**config.mk**
```make
export PLATFORM = sky130hd
export DESIGN_NAME = srmc_ctrl
export DESIGN_NICKNAME = d
export VERILOG_FILES = /design/src/hw/srmc_pkg.sv /design/src/hw/srmc_sync.sv /design/src/hw/srmc_ctrl.sv
export VERILOG_INCLUDE_DIRS = /design/src /design/src/hw
export SDC_FILE = /design/constraint.sdc
export NUM_CORES = 1
export LEC_CHECK = 0
export BUFFER_PORTS_ARGS = -buffer_cell sky130_fd_sc_hd__buf_4
export CAP_MARGIN = 20
export CELL_PAD_IN_SITES_DETAIL_PLACEMENT = 1
export CELL_PAD_IN_SITES_GLOBAL_PLACEMENT = 1
export CORE_UTILIZATION = 36
export CTS_CLUSTER_SIZE = 20
export DETAILED_ROUTE_END_ITERATION = 7
export PLACE_DENSITY = 0.83
export SETUP_SLACK_MARGIN = 0.15
export SLEW_MARGIN = 25
export SYNTH_ARGS = -nofsm -noshare
export SYNTH_HDL_FRONTEND = slang
export SYNTH_HIERARCHICAL = 1
export SYNTH_SLANG_ARGS = --single-unit
```
**constraint.sdc**
```tcl
create_clock -name i_clk -period 1.8 [get_ports i_clk]
set_input_delay 0.36 -clock i_clk [delete_from_list [all_inputs] [get_ports i_clk]]
set_output_delay 0.36 -clock i_clk [all_outputs]
set_load 0.01 [all_outputs]
```
**src/hw/srmc_params.svh**
```systemverilog
`ifndef SRMC_PARAMS_SVH
`define SRMC_PARAMS_SVH

// ************************************************************
// clock and speed grade figures, in ns
// ************************************************************
`define SRMC_CLK_PERIOD_NS      4
// the slowest grade is the default so that any part is met
`define SRMC_READ_PERIOD_MIN_NS 120
`define SRMC_OE_ACCESS_NS       60
`define SRMC_OE_FLOAT_NS        60
`define SRMC_CS_FLOAT_NS        50
`define SRMC_WRITE_OVERLAP_NS   90
`define SRMC_WRITE_CYCLE_NS     120
`define SRMC_CS_TO_END_NS       100
`define SRMC_ADDR_TO_END_NS     100
`define SRMC_WDATA_LEAD_NS      50
`define SRMC_FLOAT_AFTER_WS_NS  60
`define SRMC_RECOVERY_NS        10
`define SRMC_DRIVE_AFTER_END_NS 5

// all times round up to whole cycles, never below one cycle
`define SRMC_CYC_UP(ns)   ((((ns) + `SRMC_CLK_PERIOD_NS - 1) / `SRMC_CLK_PERIOD_NS) < 1 ? 1 : \
                           (((ns) + `SRMC_CLK_PERIOD_NS - 1) / `SRMC_CLK_PERIOD_NS))

// ************************************************************
// reset values of the pins
// ************************************************************
`define SRMC_ADDR_RESET  15'h0000
`define SRMC_DATA_RESET  8'h00

`endif

```
**src/hw/srmc_pkg.sv**
```systemverilog
package srmc_pkg;
  typedef enum logic [2:0] {
    SRMC_IDLE   = 3'b000,
    SRMC_RD_ACC = 3'b001,
    SRMC_RD_REL = 3'b010,
    SRMC_WR_STR = 3'b011,
    SRMC_WR_REC = 3'b100
  } srmc_state_t;

  typedef struct packed {
    logic        write;
    logic [14:0] addr;
    logic [7:0]  wdata;
  } srmc_req_t;

  typedef struct packed {
    logic        select_n;
    logic        write_strobe_n;
    logic        output_drive_n;
  } srmc_ctl_t;
endpackage

```
**src/hw/srmc_sync.sv**
```systemverilog
`timescale 1ns/100ps
`include "srmc_params.svh"

// ************************************************************
// three-stage pin synchroniser, a change counts once stages agree
// ************************************************************
module srmc_sync #(
  parameter int WIDTH = 8
) (
  input  wire logic             i_clk,
  input  wire logic             i_reset_n,
  input  wire logic [WIDTH-1:0] i_async,
  output logic      [WIDTH-1:0] o_sync
);
  logic [WIDTH-1:0] stage1;
  logic [WIDTH-1:0] stage2;
  logic [WIDTH-1:0] stage3;

  always_ff @(posedge i_clk) begin
    if (!i_reset_n) begin
      stage1 <= '0;
      stage2 <= '0;
      stage3 <= '0;
    end else begin
      stage1 <= i_async;
      stage2 <= stage1;
      stage3 <= stage2;
    end
  end

  always_ff @(posedge i_clk) begin
    if (!i_reset_n) begin
      o_sync <= '0;
    end else if (stage2 == stage3) begin
      o_sync <= stage3;
    end
  end
endmodule

```
**src/hw/srmc_ctrl.sv**
```systemverilog
`timescale 1ns/100ps
`include "srmc_params.svh"

// ************************************************************
// host-side controller for a 32k by 8 asynchronous static ram
// ************************************************************
// Behaviour
// - hold select and strobe low together for overlap; keep write cycle length
// - assert select long enough before end of write
// - address stable long enough before end of write
// - address stable by the later falling edge; never changes mid-write
// - write data leads end of write; address held for recovery afterwards
// - host never drives against the memory while it outputs
module srmc_ctrl
  import srmc_pkg::*;
#(
  parameter int ADDR_W = 15,
  parameter int DATA_W = 8
) (
  input  wire logic              i_clk,
  input  wire logic              i_reset_n,
  input  wire logic              i_req_valid,
  input  wire logic              i_req_write,
  input  wire logic [ADDR_W-1:0] i_req_addr,
  input  wire logic [DATA_W-1:0] i_req_wdata,
  output logic                   o_req_ready,
  output logic                   o_rdata_valid,
  output logic      [DATA_W-1:0] o_rdata,
  output logic      [ADDR_W-1:0] o_addr_lines,
  output logic                   o_device_select_n,
  output logic                   o_write_strobe_n,
  output logic                   o_output_drive_n,
  input  wire logic [DATA_W-1:0] i_data_bus,
  output logic      [DATA_W-1:0] o_data_bus,
  output logic                   o_data_bus_oe
);

  // ************************************************************
  // cycle counts
  // ************************************************************
  // sampling waits for access plus three sync stages and agreement
  localparam int SYNC_LAT   = 4;
  localparam int RD_ACC_CYC = `SRMC_CYC_UP(`SRMC_READ_PERIOD_MIN_NS) + SYNC_LAT;
  localparam int OE_ACC_CYC = `SRMC_CYC_UP(`SRMC_OE_ACCESS_NS);
  localparam int RD_REL_CYC = `SRMC_CYC_UP(`SRMC_OE_FLOAT_NS);
  localparam int WR_OVL_CYC = `SRMC_CYC_UP(`SRMC_WRITE_OVERLAP_NS);
  localparam int WR_CS_CYC  = `SRMC_CYC_UP(`SRMC_CS_TO_END_NS);
  localparam int WR_AD_CYC  = `SRMC_CYC_UP(`SRMC_ADDR_TO_END_NS);
  localparam int WR_DS_CYC  = `SRMC_CYC_UP(`SRMC_WDATA_LEAD_NS);
  localparam int WR_FL_CYC  = `SRMC_CYC_UP(`SRMC_FLOAT_AFTER_WS_NS);
  localparam int WR_REC_CYC = `SRMC_CYC_UP(`SRMC_RECOVERY_NS);
  localparam int WR_CYC_CYC = `SRMC_CYC_UP(`SRMC_WRITE_CYCLE_NS);
  localparam int MAX2A      = (WR_OVL_CYC > WR_CS_CYC) ? WR_OVL_CYC : WR_CS_CYC;
  localparam int MAX2B      = (WR_AD_CYC > WR_FL_CYC + WR_DS_CYC) ? WR_AD_CYC : WR_FL_CYC + WR_DS_CYC;
  localparam int WR_STR_CYC = (MAX2A > MAX2B) ? MAX2A : MAX2B;
  localparam int WR_TAIL    = WR_CYC_CYC - WR_STR_CYC;
  localparam int WR_REC_ALL = (WR_REC_CYC > WR_TAIL) ? WR_REC_CYC : WR_TAIL;
  localparam int CNT_W      = 8;

  localparam logic [CNT_W-1:0] RD_ACC_LAST = CNT_W'(RD_ACC_CYC - 1);
  localparam logic [CNT_W-1:0] RD_REL_LAST = CNT_W'(RD_REL_CYC - 1);
  localparam logic [CNT_W-1:0] WR_STR_LAST = CNT_W'(WR_STR_CYC - 1);
  // the drive enable is registered, so it is raised one count early to give the full data lead
  localparam logic [CNT_W-1:0] WR_DRV_AT   = CNT_W'(WR_FL_CYC - 1);
  localparam logic [CNT_W-1:0] WR_REC_LAST = CNT_W'(WR_REC_ALL - 1);

  // ************************************************************
  // state
  // ************************************************************
  srmc_state_t             state;
  srmc_state_t             next_state;
  logic        [CNT_W-1:0] count;
  srmc_req_t               req;
  srmc_ctl_t               ctl;
  logic        [DATA_W-1:0] bus_sync;
  logic                    count_done;

  srmc_sync #(
    .WIDTH (DATA_W)
  ) u_bus_sync (
    .i_clk     (i_clk),
    .i_reset_n (i_reset_n),
    .i_async   (i_data_bus),
    .o_sync    (bus_sync)
  );

  assign o_req_ready = (state == SRMC_IDLE);

  always_comb begin
    case (state)
      SRMC_RD_ACC: count_done = (count == RD_ACC_LAST);
      SRMC_RD_REL: count_done = (count == RD_REL_LAST);
      SRMC_WR_STR: count_done = (count == WR_STR_LAST);
      SRMC_WR_REC: count_done = (count == WR_REC_LAST);
      default:     count_done = 1'b0;
    endcase
  end

  always_comb begin
    next_state = state;
    case (state)
      SRMC_IDLE: begin
        if (i_req_valid) begin
          next_state = i_req_write ? SRMC_WR_STR : SRMC_RD_ACC;
        end
      end
      SRMC_RD_ACC: begin
        if (count_done) begin
          next_state = SRMC_RD_REL;
        end
      end
      SRMC_RD_REL: begin
        if (count_done) begin
          next_state = SRMC_IDLE;
        end
      end
      SRMC_WR_STR: begin
        if (count_done) begin
          next_state = SRMC_WR_REC;
        end
      end
      SRMC_WR_REC: begin
        if (count_done) begin
          next_state = SRMC_IDLE;
        end
      end
      default: next_state = SRMC_IDLE;
    endcase
  end

  always_ff @(posedge i_clk) begin
    if (!i_reset_n) begin
      state <= SRMC_IDLE;
    end else begin
      state <= next_state;
    end
  end

  always_ff @(posedge i_clk) begin
    if (!i_reset_n) begin
      count <= '0;
    end else if (next_state != state) begin
      count <= '0;
    end else if (state != SRMC_IDLE) begin
      count <= count + 1'b1;
    end
  end

  // address is latched at acceptance and held through recovery
  always_ff @(posedge i_clk) begin
    if (!i_reset_n) begin
      req <= '{write: 1'b0, addr: `SRMC_ADDR_RESET, wdata: `SRMC_DATA_RESET};
    end else if (o_req_ready && i_req_valid) begin
      req <= '{write: i_req_write, addr: i_req_addr, wdata: i_req_wdata};
    end
  end

  // ************************************************************
  // pin control
  // ************************************************************
  // select and strobe fall together, on the same edge that loads the address
  // output drive stays high in writes so the memory never drives the bus
  always_ff @(posedge i_clk) begin
    if (!i_reset_n) begin
      ctl <= '{select_n: 1'b1, write_strobe_n: 1'b1, output_drive_n: 1'b1};
    end else begin
      case (next_state)
        SRMC_RD_ACC: ctl <= '{select_n: 1'b0, write_strobe_n: 1'b1, output_drive_n: 1'b0};
        SRMC_WR_STR: ctl <= '{select_n: 1'b0, write_strobe_n: 1'b0, output_drive_n: 1'b1};
        default:     ctl <= '{select_n: 1'b1, write_strobe_n: 1'b1, output_drive_n: 1'b1};
      endcase
    end
  end

  assign o_device_select_n = ctl.select_n;
  assign o_write_strobe_n  = ctl.write_strobe_n;
  assign o_output_drive_n  = ctl.output_drive_n;

  always_ff @(posedge i_clk) begin
    if (!i_reset_n) begin
      o_addr_lines <= `SRMC_ADDR_RESET;
    end else if (o_req_ready && i_req_valid) begin
      o_addr_lines <= i_req_addr;
    end
  end

  // host drives only after the memory's worst float time from strobe fall,
  // which still leaves the data lead before end of write
  always_ff @(posedge i_clk) begin
    if (!i_reset_n) begin
      o_data_bus_oe <= 1'b0;
      o_data_bus    <= `SRMC_DATA_RESET;
    end else begin
      o_data_bus    <= req.wdata;
      o_data_bus_oe <= (state == SRMC_WR_STR) && (count >= WR_DRV_AT) && !count_done;
    end
  end

  // sample after full access time; the read release window then waits out
  // the memory's float before anyone may drive again
  always_ff @(posedge i_clk) begin
    if (!i_reset_n) begin
      o_rdata       <= `SRMC_DATA_RESET;
      o_rdata_valid <= 1'b0;
    end else begin
      o_rdata_valid <= (state == SRMC_RD_ACC) && count_done;
      if ((state == SRMC_RD_ACC) && count_done) begin
        o_rdata <= bus_sync;
      end
    end
  end
endmodule

```
==> results.toml <==
[placement]
dpl_cell_area_mm2 = 0.003800
gp_congestion = 0.7878
io_buffer_count = 71
dp_hpwl_mm = 5.141

[floorplanning]
start_util = 0.3770
std_cell_rows = 33
fp.dieW_um = 95.46
die_h_um = 95.46
dieArea_mm2 = 0.009112
coreArea_mm2 = 0.008341
ios = 72

[power_and_ir_drop]
power_uw = 4189
p_leak_uw = 0.001922
powerDensity_mw_per_mm2 = 983.9
vdd_drop_max_mv = 0.3759

[run_status]
status = "finished, final reports clean"

[routing]
antenna_left = 0
viasPerCell = 4.859
dr.pass1.iters = 4
drt-total-wl_mm = 8.132
drt_iter0_markers = 49
vias = 2541
wl_per_cell_um = 15.55
drcViolationCount = 0

[synthesis]
synth_sequential_area_ratio = 0.5539
synth_cells = 326
syn_avg_cell_area_um2 = 9.645
synth_top_cells_by_area = "dfxtp_1, nand2_1, and2_1"
netlist_area_mm2 = 0.003144
synth-compound-area-share = 0.08197
synth_xor_area_frac = 0.03900
yosys_warnings = 6
yosys.area_share.adder = 0.007959
synth_top_area_cell = "dfxtp_1"
synth_top_family_by_area = "simple AND/OR/NAND/NOR gates"
synth-seq-cells = 87
syn_nets = 363
synth_simple_gate_area_share = 0.2260
synthDistinctLibCells = 42
synth_top_area_frac = 0.5539
muxShareOfSynthArea = 0.05810

[clocking]
cts_tree = "done"
hold_buffers = 0
insertion_delay_ns = 0.36
clockBufferDepth = 2
clkSlewWorstSetupHoldPaths_ns = 0.08
cts-root-buf = "clkbuf_8"
htreeDepth = 3
cts.sinks = 87
cts_buffers = 9

[final_layout]
design_area_mm2 = 0.004258
final_common_cell = "buf_4"
post-route-util = 0.5105
mostFrequentLayoutCells = "buf_4, dfxtp_1, nand2_1"
largest_register_ffs = 15
syn_to_final_growth_pct = 35.42
top_register = "o_addr_lines"
nNetsFinal = 450
diodes = 0
drive_gt1_frac = 0.3469

[worst_setup_path]
cp-end-kind = "flop"
r2r_cells = 5
required_ns = 2.11
slowest_stage = "dfxtp_4"
path_cells = "a211o_1 > mux2_4 > a211oi_4 > o311a_1 > nand2b_4"
path_buf_inv = 0
r2r-start = "count[0]$_SDFFE_PP0N_"
cp.arrival_ns = 2.08
r2r-end = "o_write_strobe_n$_SDFF_PN1_"
path_max_fanout = 5
path_delay_family = "compound AO/OA/AOI/OAI gates"
criticalPathCategory = "reg -> reg"
cp-start-kind = "flop"
max_stage_delay_ns = 0.38
reg2reg_setup_slack_ns = 0.03

[global_route]
grtUsageTotal = 0.1813
antenna_found_initial = 0
grt_max_degree = 50
grt_pass1_vias = 2607
gr-total-overflow = 0
grt_pass1_wl_mm = 12.42

[sta]
rsz0062_at_grt = "true"
fmax_mhz = 563.5
hold_slack_ns = 0.2082
fin_crit_ns = 1.775
finalMaxSlewViolations = 0
tightestPinTransition_ns = 0.3874
setup_viol = 0
hold_violations = 0
skew_ns = 0.009819
slew_headroom = 0.7394
finalCritPeriodShare = 0.9859

[worst_hold_path]
whs_endpoint = "u_bus_sync/stage1[5]$_SDFF_PN0_"
hold_depth = 2
worstHoldStart = "i_data_bus[5]"
hold_path_class = "in -> reg"

[job]
drv_cap = 0
## cell usage after synthesis
master	instances
dlygate4sd1_1	1
a2111oi_4	1
a2111oi_0	1
a2bb2oi_1	1
and3b_1	1
mux2i_1	16
clkbuf_1	8
nand2_2	2
o21ai_0	2
and4b_1	1
xor2_1	14
o311a_1	1
o211ai_2	1
buf_2	4
a31o_1	1
nor3_2	1
buf_6	2
o2111ai_1	1
inv_1	4
and3_1	1
nor4b_1	1
nand2b_4	1
nor2_2	1
or3_1	2
nand4_1	2
a211oi_2	1
nor2_1	21
nand2_1	73
nor4_1	3
inv_2	1
and2_1	34
nor2b_1	2
a211oi_4	1
ha_1	2
dfxtp_1	87
clkinv_1	1
a21oi_1	23
o22ai_1	1
mux2_2	2
a211o_1	1
nand3_1	1
nand3b_1	1
## cells by family after synthesis
logic type / Yosys count
and+or+nand+nor: 148
DFF: 87
AOI/OAI and AO/OA: 36
buffers and inverters: 21
muxes: 18
xor gates and xnor gates: 14
adders and majority gates: 2
## layout make-up
type,count,area [um^2]
clock buffer,11,141.4
clock inverter,5,80.08
fill,956,4083
inverter,6,25.02
multi-input combinational,218,1415
sequential,87,1763
tap,105,131.4
timing repair buffer,91,701.9
## timing repair
action	CTS	global route
gates resized for setup	14	28
setup buffers	5	6
pin swaps	13	12
setup endpoints to repair	23	36
cloned	0	0
## how the worst max path moves through the flow
stage	start	end	slack, ns	depth (start not counted)
2_1_floorplan	count[1]$_SDFFE_PP0N_	o_write_strobe_n$_SDFF_PN1_	0.09	7
4_1_cts	count[0]$_SDFFE_PP0N_	o_output_drive_n$_SDFF_PN1_	0.04	5
6_report	count[0]$_SDFFE_PP0N_	o_write_strobe_n$_SDFF_PN1_	0.03	5
3_3_place_gp	count[0]$_SDFFE_PP0N_	count[1]$_SDFFE_PP0N_	0.02	6
5_1_grt	count[5]$_SDFFE_PP0N_	o_rdata[4]$_SDFFE_PN0P_	-0.05	6
3_5_place_dp	state[1]$_SDFF_PN0_	count[1]$_SDFFE_PP0N_	-0.07	5
## worst reg2reg max path, delay by kind of cell, from the launching register on
family	cells	cell delay, ns
AO/OA/AOI/OAI	3	0.92
flip-flops	1	0.38
multiplexers	1	0.28
AND/OR/NAND/NOR	1	0.14
## metrics by stage
step	instances	setup slack (ns)	TNS (ns)
4_1_cts	517	0.03752	0
6_report	523	0.02533	0
3_5_place_dp	496	-0.06979	-0.2503
5_1_grt	523	-0.04660	-0.2237
3_3_place_gp	496	0.01709	0
2_1_floorplan	326	0.09057	0
## metal layers
layer / share of wire / GRT usage / routed length, um / vias up
met3: 0.052 / 0.04785 / 422 / 20
met4: 0.030 / 0.09328 / 240 / 0
li1: - / - / - / 1231
met2: 0.51 / 0.3137 / 4143 / 64
met5: 0 / 0 / 0 / -
met1: 0.41 / 0.2041 / 3325 / 1226
## report_power, final
part | internal (uW) | total [uW] | switching [uW] | leakage, uW
Sequential | 2020 | 2090 | 68.8 | 0.000716
Clock | 821 | 1510 | 692 | 0.000114
Combinational | 284 | 587 | 302 | 0.00109
Total | 3130 | 4190 | 1060 | 0.00192
(Power assumes the default switching activity.)
